### src/core/pse_gm_pkg.sv
// Purpose: shared constants for the fault status and general mask block
// Assumes: 125 MHz MCLK, eight channels
// Notes: timing counts derived from times in their own units
package pse_gm_pkg;
  localparam int NCH = 8;
  localparam logic [7:0] CMD_GEN_MASK = 8'h17;
  localparam logic [7:0] GEN_MASK_RST = 8'h80;
  localparam int BIT_IRQ_GATE = 7;
  localparam int BIT_WIDE_ACC = 5;
  localparam int BIT_MULTI_SHDN = 4;
  localparam int BIT_CLASS_DELTA = 3;
  localparam int BIT_DETECT_DELTA = 2;
  localparam int CLK_MHZ = 125;
  localparam int OVLD_EXTRA_US = 6000;
  localparam int OVLD_EXTRA_CYC = OVLD_EXTRA_US * CLK_MHZ;
  localparam int LIM_MIN_US = 60000;
  localparam int LIM_MIN_CYC = LIM_MIN_US * CLK_MHZ;
  localparam int LIM_STEP_US = 30000;
  localparam int LIM_STEP_CYC = LIM_STEP_US * CLK_MHZ;
  localparam int CLASS_W = 4;
  localparam int DETECT_W = 3;
endpackage

### src/core/pse_fault_status_and_general_mask.sv
// Purpose: channel power status flags, fault timeouts and general mask register
// Assumes: command port is the decoded byte layer of the serial host interface
// Notes: long counts are parameters so simulation can shorten them
`timescale 1ns/1ps
`default_nettype none
// Function
// (RQ1) timeout faults clear power good and enable
// (RQ2) current limit timeout never below minimum
// (RQ3) four pair cut overload adds about 6 ms
// (RQ4) host reaches mask via command 17h
// (RQ5) mask resets to 80h, all bits writable
// (RQ6) gate bit zero keeps interrupt inactive
// (RQ7) access width bit selects 16 or 8 bit
// (RQ8) shutdown bit selects one or three bit
// (RQ9) delta-only bits report changed results only
module pse_fault_status_and_general_mask
  import pse_gm_pkg::*;
#(
  parameter int OVLD_EXTRA = pse_gm_pkg::OVLD_EXTRA_CYC,
  parameter int LIM_MIN = pse_gm_pkg::LIM_MIN_CYC,
  parameter int LIM_STEP = pse_gm_pkg::LIM_STEP_CYC
)(
  // clock and reset
  input wire logic MCLK,
  input wire logic RESETN,
  // host command port
  input wire logic CMD_VALID,
  input wire logic CMD_WRITE,
  input wire logic [7:0] CMD_CODE,
  input wire logic [7:0] CMD_WDATA,
  output logic [7:0] CMD_RDATA,
  output logic CMD_RVALID,
  // channel fault sources
  input wire logic [pse_gm_pkg::NCH-1:0] OVER_CURRENT,
  input wire logic [1:0] CURRENT_LIMIT_FAULT_TIME,
  input wire logic [pse_gm_pkg::NCH-1:0] OVERLOAD_FAULT_TIME,
  input wire logic [pse_gm_pkg::NCH-1:0] FOUR_PAIR_CUT,
  input wire logic [pse_gm_pkg::NCH-1:0] DISCONNECT_FAULT_TIME,
  input wire logic [pse_gm_pkg::NCH-1:0] STARTUP_FAULT_TIME,
  // power status
  input wire logic [pse_gm_pkg::NCH-1:0] POWER_ON,
  output logic [pse_gm_pkg::NCH-1:0] CHAN_POWER_GOOD_FLAG,
  output logic [pse_gm_pkg::NCH-1:0] CHAN_POWER_ENABLE_FLAG,
  // classification and detection results
  input wire logic [pse_gm_pkg::NCH-1:0] CLASS_DONE,
  input wire logic [pse_gm_pkg::NCH-1:0][pse_gm_pkg::CLASS_W-1:0] CLASS_RESULT,
  input wire logic [pse_gm_pkg::NCH-1:0] DETECT_DONE,
  input wire logic [pse_gm_pkg::NCH-1:0][pse_gm_pkg::DETECT_W-1:0] DETECT_RESULT,
  input wire logic [pse_gm_pkg::NCH-1:0] EVENT_CLEAR,
  output logic [pse_gm_pkg::NCH-1:0] CLASS_EVENT_FLAG,
  output logic [pse_gm_pkg::NCH-1:0] DETECT_EVENT_FLAG,
  // interrupt and mode outputs
  input wire logic IRQ_REQUEST,
  output logic IRQ_N,
  output logic WIDE_ACCESS_SELECT,
  output logic MULTILEVEL_SHUTDOWN_SELECT
);
  import pse_gm_pkg::*;

  function automatic logic [31:0] lim_cycles(input logic [1:0] sel);
    logic [31:0] t;
    t = 32'(LIM_STEP) * (32'(sel) + 32'h1);
    lim_cycles = (t < 32'(LIM_MIN)) ? 32'(LIM_MIN) : t;
  endfunction

  logic [7:0] gen_mask_reg;
  logic [31:0] lim_cnt_reg [NCH];
  logic [31:0] ovl_cnt_reg [NCH];
  logic [NCH-1:0] ovl_run_reg;
  logic [NCH-1:0][CLASS_W-1:0] class_prev_reg;
  logic [NCH-1:0][DETECT_W-1:0] detect_prev_reg;

  wire mask_hit = CMD_VALID && (CMD_CODE == CMD_GEN_MASK); // [RQ4]
  wire mask_wr = mask_hit && CMD_WRITE;
  wire [31:0] lim_target = lim_cycles(CURRENT_LIMIT_FAULT_TIME); // [RQ2]
  wire class_delta_only = gen_mask_reg[BIT_CLASS_DELTA];
  wire detect_delta_only = gen_mask_reg[BIT_DETECT_DELTA];

  logic [NCH-1:0] lim_fault;
  logic [NCH-1:0] ovl_fault;
  logic [NCH-1:0] fault_any;
  logic [NCH-1:0] class_set;
  logic [NCH-1:0] detect_set;

  always_comb
  begin
    for (int i = 0; i < NCH; i++)
    begin
      lim_fault[i] = OVER_CURRENT[i] && (lim_cnt_reg[i] >= lim_target - 32'h1); // [RQ2]
      // pcut overload waits the extra delay; plain overload acts at once
      ovl_fault[i] = (OVERLOAD_FAULT_TIME[i] && !FOUR_PAIR_CUT[i])
                  || (ovl_run_reg[i] && ovl_cnt_reg[i] == 32'(OVLD_EXTRA) - 32'h1); // [RQ3]
      fault_any[i] = lim_fault[i] || ovl_fault[i] || DISCONNECT_FAULT_TIME[i]
                  || STARTUP_FAULT_TIME[i];
      class_set[i] = CLASS_DONE[i]
                  && (!class_delta_only || CLASS_RESULT[i] != class_prev_reg[i]); // [RQ9]
      detect_set[i] = DETECT_DONE[i]
                  && (!detect_delta_only || DETECT_RESULT[i] != detect_prev_reg[i]); // [RQ9]
    end
  end

  // mask register and read path
  always_ff @(posedge MCLK or negedge RESETN)
  begin
    if (!RESETN)
    begin
      gen_mask_reg <= GEN_MASK_RST; // [RQ5]
      CMD_RDATA <= 8'h00;
      CMD_RVALID <= 1'b0;
    end
    else
    begin
      if (mask_wr)
        gen_mask_reg <= CMD_WDATA; // [RQ5]
      CMD_RVALID <= CMD_VALID && !CMD_WRITE;
      // unmapped codes read as zero
      CMD_RDATA <= (mask_hit && !CMD_WRITE) ? gen_mask_reg : 8'h00; // [RQ4]
    end
  end

  // mode outputs and interrupt pin
  always_ff @(posedge MCLK or negedge RESETN)
  begin
    if (!RESETN)
    begin
      IRQ_N <= 1'b1;
      WIDE_ACCESS_SELECT <= 1'b0;
      MULTILEVEL_SHUTDOWN_SELECT <= 1'b0;
    end
    else
    begin
      // event flags keep updating; only the pin is gated
      IRQ_N <= !(IRQ_REQUEST && gen_mask_reg[BIT_IRQ_GATE]); // [RQ6]
      WIDE_ACCESS_SELECT <= gen_mask_reg[BIT_WIDE_ACC]; // [RQ7]
      MULTILEVEL_SHUTDOWN_SELECT <= gen_mask_reg[BIT_MULTI_SHDN]; // [RQ8]
    end
  end

  // per-channel timers, status and events
  always_ff @(posedge MCLK or negedge RESETN)
  begin
    if (!RESETN)
    begin
      for (int i = 0; i < NCH; i++)
      begin
        lim_cnt_reg[i] <= 32'h0;
        ovl_cnt_reg[i] <= 32'h0;
      end
      ovl_run_reg <= '0;
      CHAN_POWER_GOOD_FLAG <= '0;
      CHAN_POWER_ENABLE_FLAG <= '0;
      CLASS_EVENT_FLAG <= '0;
      DETECT_EVENT_FLAG <= '0;
      class_prev_reg <= '0;
      detect_prev_reg <= '0;
    end
    else
    begin
      for (int i = 0; i < NCH; i++)
      begin
        lim_cnt_reg[i] <= (OVER_CURRENT[i] && !lim_fault[i]) ? lim_cnt_reg[i] + 32'h1 : 32'h0;
        if (ovl_fault[i])
          ovl_run_reg[i] <= 1'b0;
        else if (OVERLOAD_FAULT_TIME[i] && FOUR_PAIR_CUT[i])
          ovl_run_reg[i] <= 1'b1; // [RQ3]
        ovl_cnt_reg[i] <= (ovl_run_reg[i] && !ovl_fault[i]) ? ovl_cnt_reg[i] + 32'h1 : 32'h0;
        // fault beats a simultaneous power-on
        if (fault_any[i])
        begin
          CHAN_POWER_GOOD_FLAG[i] <= 1'b0; // [RQ1]
          CHAN_POWER_ENABLE_FLAG[i] <= 1'b0; // [RQ1]
        end
        else if (POWER_ON[i])
        begin
          CHAN_POWER_GOOD_FLAG[i] <= 1'b1;
          CHAN_POWER_ENABLE_FLAG[i] <= 1'b1;
        end
        // set wins over clear
        CLASS_EVENT_FLAG[i] <= class_set[i] || (CLASS_EVENT_FLAG[i] && !EVENT_CLEAR[i]);
        DETECT_EVENT_FLAG[i] <= detect_set[i] || (DETECT_EVENT_FLAG[i] && !EVENT_CLEAR[i]);
        if (CLASS_DONE[i])
          class_prev_reg[i] <= CLASS_RESULT[i];
        if (DETECT_DONE[i])
          detect_prev_reg[i] <= DETECT_RESULT[i];
      end
    end
  end

  a_fault_clears_flags: assert property (@(posedge MCLK) disable iff (!RESETN) // [RQ1]
    |fault_any |=> ((CHAN_POWER_GOOD_FLAG | CHAN_POWER_ENABLE_FLAG) & $past(fault_any)) == '0)
    else $error("fault did not clear power flags");

  a_lim_min_time: assert property (@(posedge MCLK) disable iff (!RESETN) // [RQ2]
    lim_fault[0] |-> lim_cnt_reg[0] >= 32'(LIM_MIN) - 32'h1)
    else $error("current limit fault before minimum time");

  a_ovld_pcut_delay: assert property (@(posedge MCLK) disable iff (!RESETN) // [RQ3]
    (OVERLOAD_FAULT_TIME[0] && FOUR_PAIR_CUT[0] && !ovl_run_reg[0]) |=> !ovl_fault[0] || OVERLOAD_FAULT_TIME[0] && !FOUR_PAIR_CUT[0] || OVLD_EXTRA == 1)
    else $error("pcut overload acted without extra delay");

  a_mask_read_back: assert property (@(posedge MCLK) disable iff (!RESETN) // [RQ4]
    (mask_hit && !CMD_WRITE) |=> CMD_RVALID && CMD_RDATA == $past(gen_mask_reg))
    else $error("mask read returned wrong data");

  a_mask_write_takes: assert property (@(posedge MCLK) disable iff (!RESETN) // [RQ5]
    mask_wr |=> gen_mask_reg == $past(CMD_WDATA))
    else $error("mask write lost");

  a_irq_gate_off: assert property (@(posedge MCLK) disable iff (!RESETN) // [RQ6]
    !gen_mask_reg[BIT_IRQ_GATE] |=> IRQ_N)
    else $error("interrupt asserted while gated");

  a_wide_select: assert property (@(posedge MCLK) disable iff (!RESETN) // [RQ7]
    ##1 WIDE_ACCESS_SELECT == $past(gen_mask_reg[BIT_WIDE_ACC]))
    else $error("access width output stale");

  a_shutdown_select: assert property (@(posedge MCLK) disable iff (!RESETN) // [RQ8]
    ##1 MULTILEVEL_SHUTDOWN_SELECT == $past(gen_mask_reg[BIT_MULTI_SHDN]))
    else $error("shutdown scheme output stale");

  a_class_same_quiet: assert property (@(posedge MCLK) disable iff (!RESETN) // [RQ9]
    (CLASS_DONE[0] && class_delta_only && CLASS_RESULT[0] == class_prev_reg[0]
     && !CLASS_EVENT_FLAG[0]) |=> !CLASS_EVENT_FLAG[0])
    else $error("class event raised for unchanged result");

endmodule // pse_fault_status_and_general_mask
`default_nettype wire

### config.mk
export PLATFORM = sky130hd
export DESIGN_NAME = pse_fault_status_and_general_mask
export DESIGN_NICKNAME = d
export VERILOG_FILES = /design/src/core/pse_gm_pkg.sv /design/src/core/pse_fault_status_and_general_mask.sv
export SDC_FILE = /design/constraint.sdc
export NUM_CORES = 1
export LEC_CHECK = 0
export BUFFER_PORTS_ARGS = -buffer_cell sky130_fd_sc_hd__buf_2
export CELL_PAD_IN_SITES_DETAIL_PLACEMENT = 0
export CELL_PAD_IN_SITES_GLOBAL_PLACEMENT = 2
export CORE_MARGIN = 2
export CORE_UTILIZATION = 41
export CTS_BUF_LIST = sky130_fd_sc_hd__clkbuf_4 sky130_fd_sc_hd__clkbuf_8
export DETAILED_ROUTE_END_ITERATION = 8
export PLACE_DENSITY_LB_ADDON = 0.1
export SETUP_SLACK_MARGIN = 0.4
export SLEW_MARGIN = 20
export SYNTH_ARGS = -nofsm -noshare
export SYNTH_HDL_FRONTEND = slang
export SYNTH_SLANG_ARGS = --single-unit
export TNS_END_PERCENT = 50
### constraint.sdc
create_clock -name MCLK -period 3.55 [get_ports MCLK]
set_clock_uncertainty 0.2 [all_clocks]
set_input_delay 0.8875 -clock MCLK [delete_from_list [all_inputs] [get_ports MCLK]]
set_output_delay 0.8875 -clock MCLK [all_outputs]
set_load 0.01 [all_outputs]
* Word-level counts from Yosys, hierarchy flattened *
Index checks and enable logic that the tools add are counted.

storage, ports and cells
  output and inout bits = 44
  register bits = 620

cells by class
  $lt $le $gt $ge = 9
  eq/ne operators = 25
  $add $sub $neg = 18
  multiplexer cells = 50
  multipliers = 1
  reduce and logical (&&, ||, !) cells = 201

operators by type and width
  cell                                                          number
  adder 32 x 1 -> 32 bit, second input constant                 16
  two-way mux 32 bit                                            16
  equality test 32 x 20 -> 1 bit, second input constant         8
  >= comparator 32 bit                                          8
  logical AND 1 bit                                             85
  logical OR 1 bit                                              64
  zero test 1 bit                                               36
  two-way mux 1 bit                                             32
  inequality test 4 bit                                         8
  nonzero test 2 bit                                            16
  subtractor 25 x 1 -> 26 bit, second input constant            1
  less-than comparator 25 x 23 -> 1 bit, second input constant  1
  two-way mux 25 bit                                            1
  inequality test 3 bit                                         8
  multiplier 18 x 3 -> 21 bit, first input constant             1
  equality test 8 x 5 -> 1 bit, second input constant           1
  two-way mux 8 bit                                             1
  adder 2 x 1 -> 3 bit, second input constant                   1

* Depth between registers and ports, before layout *
Gate-level depths: netlist of run 1.

  word-level depth = 11
  gate-level depth with buffers = 13
  depth with buffers taken out = 12

* Worst setup path before layout of run 1 *
OpenSTA, ideal clock, no wires.

  path kind = input to register
  start = input port CURRENT_LIMIT_FAULT_TIME[0]
  end = register lim_cnt_reg[75] (netlist name)
  slack = -0.653 ns
  stages = 13
  arrival = 3.933 ns
  required time = 3.280 ns
  library setup time = 0.070 ns
  cells stage by stage = inv_1 -> ha_1 -> nor2_1 -> or3_1 -> nand4_1 -> ha_1 -> nand4_1 -> nor2_1 -> a221o_1 -> o311ai_1 -> nand3_2 -> buf_6 -> nor2_2

between the ends
  cells in the longest elaborated chain, start to end = 10

ends and longest elaborated chain
  element                                line                                      source
  from (decl)                            pse_fault_status_and_general_mask.sv:35   input wire logic [1:0] CURRENT_LIMIT_FAULT_TIME,
  adder 2 x 1 -> 3 bit (*)               pse_fault_status_and_general_mask.sv:62   t = 32'(LIM_STEP) * (32'(sel) + 32'h1);
  multiplier 18 x 3 -> 21 bit (*)        pse_fault_status_and_general_mask.sv:62
  less-than comparator 25 x 23 -> 1 bit  pse_fault_status_and_general_mask.sv:63   lim_cycles = (t < 32'(LIM_MIN)) ? 32'(LIM_MIN) : t;
  two-way mux 25 bit (*)                 pse_fault_status_and_general_mask.sv:63
  subtractor 25 x 1 -> 26 bit (*)        pse_fault_status_and_general_mask.sv:89   lim_fault[i] = OVER_CURRENT[i] && (lim_cnt_reg[i] >= lim_target - 32'h1);
  >= comparator 32 bit (*)               pse_fault_status_and_general_mask.sv:89
  logical AND 1 bit (*)                  pse_fault_status_and_general_mask.sv:89
  zero test 1 bit (*)                    pse_fault_status_and_general_mask.sv:161  lim_cnt_reg[i] <= (OVER_CURRENT[i] && !lim_fault[i]) ? lim_cnt_reg[i] + 32'h1 : 32'h0;
  logical AND 1 bit (*)                  pse_fault_status_and_general_mask.sv:161
  two-way mux 32 bit (*)                 pse_fault_status_and_general_mask.sv:161
  to (signal, indexed assignment)        pse_fault_status_and_general_mask.sv:161
  to (decl)                              pse_fault_status_and_general_mask.sv:67   logic [31:0] lim_cnt_reg [NCH];

Mark *: on every way between the ends. The rest lies on a longest branch, timed or not.
A chain may end at the register's enable or synchronous reset.

* Final worst setup path of run 1 *
  start = input port CURRENT_LIMIT_FAULT_TIME[0]
  end = register lim_cnt_reg[70] (netlist name)

Same word-level chain as after synthesis.

==> results of run 1 <==
## cell usage after synthesis, types with 5 or more instances
master	number
a211oi_1	10
a21o_1	30
a21oi_1	65
and2_1	22
and3_1	106
and4_1	51
buf_2	10
buf_4	8
buf_6	5
clkbuf_1	54
dfrtp_1	618
ha_1	201
inv_1	77
mux2_2	65
mux2i_1	5
nand2_1	213
nand2b_1	11
nand3_1	222
nand4_1	125
nor2_1	610
nor2_2	30
nor2b_1	17
nor3_1	40
nor4_1	50
nor4b_1	15
o211ai_1	10
o21a_1	6
o21ai_0	43
o41ai_1	8
or2_2	7
or3_1	15
or4_1	6
xnor2_1	250
xor2_1	273
## worst max path at each step
stage                           startpoint               end  slack, ns
3_3_place_gp   CURRENT_LIMIT_FAULT_TIME[0]  lim_cnt_reg[209]      -0.73
6_report       CURRENT_LIMIT_FAULT_TIME[0]   lim_cnt_reg[70]       0.20
2_1_floorplan  CURRENT_LIMIT_FAULT_TIME[0]   lim_cnt_reg[75]      -0.24
4_1_cts        CURRENT_LIMIT_FAULT_TIME[0]   lim_cnt_reg[87]       0.37
3_5_place_dp   CURRENT_LIMIT_FAULT_TIME[0]  lim_cnt_reg[197]      -0.79
5_1_grt        CURRENT_LIMIT_FAULT_TIME[0]   lim_cnt_reg[30]       0.13
## layer usage
layer	vias to the layer above	global-route usage [%]	wire length [um]	part of all wire (%)
met5	-	0	0	0
met4	0	5.76	2000	2.5
met3	131	3.09	2600	3.3
met2	327	32.4	38700	49
met1	12200	25.4	36300	46
li1	12400	-	-	-
## repair_timing
action | CTS | global route
hold buffers | 1 | 0
gates resized for setup | 48 | 72
hold endpoints to repair | 43 | 0
pin swaps | 10 | 23
setup endpoints to repair | 241 | 241
cloned | 1 | 5
setup buffers | 8 | 9
## per-stage QoR
stage                     hold slack [ns]  instances
after floorplan                     0.161       3398
after global placement              0.170       4711
after CTS                          0.0420       4912
after global routing               0.0639       4927
final                               0.121       4930
after detailed placement            0.190       4711
## critical path: cells and delay by family
kind	cells	cell delay [ns]
compound gates	4	1.01
simple gates	4	0.78
buf+inv	4	0.61
fa+ha+maj	2	0.35
xor+xnor	1	0.16
## kinds of logic after synthesis
kind of cell               synth area share, %
buffers and inverters                     1.98
AOI/OAI and AO/OA                         4.27
xor gates and xnor gates                  13.8
other                                   0.0226
DFF                                       46.8
muxes                                     2.36
and+or+nand+nor                           23.2
adders and majority gates                 7.58
## area by class of cell
| cell class | count | area share (%) |
|---|---|---|
| Inverter | 77 | 0.755 |
| Tap cell | 1060 | 3.33 |
| Timing Repair Buffer | 354 | 6.53 |
| Multi-Input combinational cell | 2624 | 44.4 |
| Clock buffer | 170 | 5.39 |
| Clock inverter | 21 | 0.591 |
| Sequential cell | 620 | 39.0 |
| Antenna cell | 4 | 0.0252 |
## where the power goes
| part | internal (uW) | switching, uW |
|---|---|---|
| sequential | 7220 | 114 |
| clock | 4110 | 3000 |
| combinational | 522 | 683 |
==> results.yml, run 1 <==
finish:
  nFillCells: 7454
  final_util_pct: 49.5
  area_growth_pct: 19.9
  regArea_um2: 15500
  multi_input_area_um2: 17600
  fin_nets: 4138
  final_area_um2: 39800
  final_common_cell: "dfrtp_1"
  drive_gt1_share_pct: 18.9
  mostFrequentLayoutCells: "dfrtp_1 (618), nor2_1 (586), xor2_1 (273)"
floorplan:
  ios: 195
  die_h_um: 288
  design.core.area_um2: 80300
  row_count: 104
  start_util_pct: 41.3
  die_area_um2: 83200
  die_x_um: 288
critical_path:
  max_stage_delay_ns: 0.42
  worstPathCellList: "buf_8 -> clkinvlp_4 -> ha_4 -> or3_4 -> xnor2_4 -> nor2_4 -> buf_4 -> ha_4 -> a21o_1 -> a21o_1 -> a221o_1 -> o311ai_4 -> nand3_4 -> buf_4 -> nor2_2"
  critical_path_class: "input pin to flop"
  cp_max_fo: 7
  end_kind: "flop"
  r2r-end: "ovl_cnt_reg[206]"
  r2r_setup_slack_ns: 0.86
  crit_arrival_ns: 3.79
  rr_worst_depth: 7
  worstPathRequired_ns: 3.99
  r2r-start: "ovl_cnt_reg[196]"
  crit_path_top_delay_cell: "or3_4"
  cp-start-kind: "input pin"
cts:
  cts_buffer_depth: 3
  cts_tree: "done"
  cts.sinks: 620
  htree_num_levels: 3
  cts_made_buffers: 109
  root_buffer: "clkbuf_8"
  clock_latency_ns: 0.72
  clk_pin_slew_worst_paths_ns: 0.06
timing:
  final-hold-violation-count: 0
  setup_ws_ns: 0.197
  setup-tns-final_ns: 0
  fin_crit_sh_pct: 94.4
  finalMaxSlewViolations: 0
  min_period_ns: 3.35
  tightest_slew_ns: 0.839
  timing.fmax_ghz: 0.298
  grt_setup_unrepaired: "yes"
  slew_headroom_pct: 43.6
  setup_viol: 0
hold_path:
  hp-class: "input pin to flop"
  hold_depth: 2
  min-delay-start: "IRQ_REQUEST"
  whs_endpoint: "IRQ_N"
placement:
  port_buffers: 194
  place.detailed.hpwl_um: 56800
  gp_congestion: 0.795
  dpl-instance-area_um2: 36600
  post-place-ws_ns: -0.786
yosys:
  synth_edf_count: 0
  netlist.area_leader.share_pct: 46.6
  netlist_area_um2: 33200
  avgSynthCellArea_um2: 9.91
  synthDistinctLibCells: 75
  ys_top_cells_by_area: "dfrtp_1 (47%), ha_1 (7.6%), xor2_1 (7.2%), nor2_1 (6.9%), xnor2_1 (6.6%)"
  ys_seq_area_share_pct: 46.8
  async_reset_ff_share_pct: 100
  synth_warnings: 0
  synth_area_leader_cell: "dfrtp_1"
  synthCells: 3350
  ys.flop_type: "dfrtp_1"
  ys_seq_elements: 620
route:
  via_count: 25100
  routed_via_density: 5.09
  drc: 0
  wl_per_cell_um: 16.1
  drt_first_pass_iters: 5
  drt-total-wl_um: 79600
  drt_iter0_markers: 1231
  antenna_left: 0
pwr:
  power_density_nw_per_um2: 394
  finalPower_uw: 15700
  p_leak_uw: 0.0179
  ir_worst_vdd_uv: 243
grt:
  grt_usage_pct: 19.2
  grt_pass1_vias: 26000
  antenna_found_initial: 1
  grt_max_degree: 62
  grt_pass1_wl_um: 132000
  grt.overflow.total: 0
outcome:
  status: "completed"
run:
  drv_cap: 0
Note: power is estimated with default switching activity, not from simulation.
==> run 2: changes to the inputs <==
PLACE_DENSITY_LB_ADDON = 0.25   (was 0.1)
==> run 2 against run 1 <==
Via count grew 0.89%; cell count is the same; cell area is essentially flat; combinational power shrank 4%; fmax grew 0.64%; count of clock-buffer cells in the layout grew 9; core utilization is essentially flat; critical path type unchanged; largest power group is now clock; highest routed layer is now met5.
==> results.yml, run 2 (synthesis results as in run 1) <==
hold_path:
  whs_endpoint: "IRQ_N"
  min-delay-start: "IRQ_REQUEST"
  hold_depth: 2
  hp-class: "input pin to flop"
floorplan:
  die_area_um2: 83200
  design.core.area_um2: 80300
  die_x_um: 288
  die_h_um: 288
  start_util_pct: 41.3
  row_count: 104
  ios: 195
critical_path:
  critical_path_class: "input pin to flop"
  cp_max_fo: 7
  r2r_setup_slack_ns: 0.71
  startpoint: "CURRENT_LIMIT_FAULT_TIME[0]"
  cp-start-kind: "input pin"
  rr_worst_depth: 8
  end_kind: "flop"
  worstPathRequired_ns: 3.96
  r2r-end: "ovl_cnt_reg[20]"
  crit_arrival_ns: 3.74
  r2r-start: "ovl_cnt_reg[0]"
timing:
  final-hold-violation-count: 0
  fin_crit_sh_pct: 93.8
  tightest_slew_ns: 0.943
  grt_setup_unrepaired: "yes"
  holdWs_ns: 0.0715
  finalMaxSlewViolations: 0
  slew_headroom_pct: 36.6
  timing.fmax_ghz: 0.300
  setup_viol: 0
  min_period_ns: 3.33
grt:
  grt_usage_pct: 19.5
  met2_usage_pct: 32.6
  grt.overflow.total: 0
  antenna_found_initial: 6
  top_usage_layer: "met2"
  grt_util_met3_pct: 3.63
  grt_max_degree: 100
  grt_pass1_vias: 26200
  met1_usage_pct: 25.7
  grt_pass1_wl_um: 133000
cts:
  root_buffer: "clkbuf_8"
  clock_latency_ns: 0.75
  clk_pin_slew_worst_paths_ns: 0.06
  cts.sinks: 620
  cts_tree: "done"
  htree_num_levels: 3
  cts_made_buffers: 112
  cts_buffer_depth: 3
route:
  drt-total-wl_um: 80500
  drc: 0
  wl_per_cell_um: 16.3
  antenna_left: 0
  drt_iter0_markers: 1137
  routed_via_density: 5.14
  drt_first_pass_iters: 5
  via_count: 25300
finish:
  drive_gt1_share_pct: 18.9
  final_area_um2: 39800
  area_growth_pct: 19.9
  fin_nets: 4123
  final_common_cell: "dfrtp_1"
  mostFrequentLayoutCells: "dfrtp_1 (618), nor2_1 (576), xor2_1 (272)"
placement:
  dpl-instance-area_um2: 36400
  place.detailed.hpwl_um: 57100
  gp_congestion: 0.807
  port_buffers: 194
pwr:
  power_density_nw_per_um2: 406
  ir_worst_vdd_uv: 275
  p_leak_uw: 0.0179
outcome:
  status: "completed"
run:
  drv_cap: 0
run 2: cell types whose count changed in the layout (fill, tap and decap cells not counted), moves of 4 or more:
cell and change:
clkbuf_8 +13, buf_4 -11, nor2_1 -10, buf_12 -9, nor2_4 +6, clkinv_2 +5, clkbuf_4 -4, nor2_2 +4
run 2: per-layer routing:
| metal | vias up | wire length (um) |
|---|---|---|
| li1 | 12400 | - |
| met1 | 12500 | 36600 |
| met2 | 313 | 38800 |
| met3 | 147 | 2910 |
| met4 | 2 | 2080 |
| met5 | - | 8 |
run 2: worst max-delay path by stage:
stage | endpoint
after global placement | lim_cnt_reg[60]
after global routing | lim_cnt_reg[104]
after detailed placement | lim_cnt_reg[51]
after CTS | lim_cnt_reg[113]
final | lim_cnt_reg[152]
after floorplan | lim_cnt_reg[75]
run 2: worst max-delay path, stage by stage:
cell and delay [ns]:
buf_12 0.09, clkinvlp_4 0.15, ha_4 0.22, or3_4 0.40, xnor2_4 0.18, nor2_4 0.09, buf_6 0.14, buf_12 0.13
ha_4 0.25, nand4_1 0.12, a2111o_1 0.36, o211a_1 0.15, o211ai_1 0.18, buf_4 0.19, clkbuf_16 0.19, nor2_4 0.03
run 2: cell type report:
class	instances	area (um^2)
clock inverter	28	314
fill	7403	40500
sequential	620	15500
clock buffer	179	2290
timing repair buffer	336	2390
multi-input combinational	2624	17600
inverter	77	300
antenna	6	15.0
tap	1060	1330
run 2: stage by stage:
stage                     util (%)  worst slack (ns)  setup TNS [ns]  total power (uW)  cells
after floorplan                  -            -0.243          -37.18              7960   3398
after global placement        45.3            -0.619         -131.63              8500   4694
after detailed placement      45.3            -0.658         -128.63              8550   4694
after CTS                     48.9             0.360               0             16400   4911
after global routing          49.6             0.187               0             16900   4929
final                         49.6             0.219               0             16100   4930
run 2: power by group:
| part | leakage, uW | switching (uW) | total [uW] | internal, uW |
|---|---|---|---|---|
| logic | 0.00812 | 671 | 1150 | 479 |
| clock network | 0.00138 | 3120 | 7660 | 4530 |
| registers | 0.00838 | 116 | 7330 | 7220 |
| total | 0.0179 | 3910 | 16100 | 12200 |
run 2: what timing repair did:
item                                    4_1_cts  5_1_grt
endpoints found under the hold margin        36        0
buffers inserted                              7        6
pin swaps                                    10       42
resized for setup                            34       74
hold buffers                                  1        0
endpoints found under the setup margin      241      242
gates cloned                                  2        7
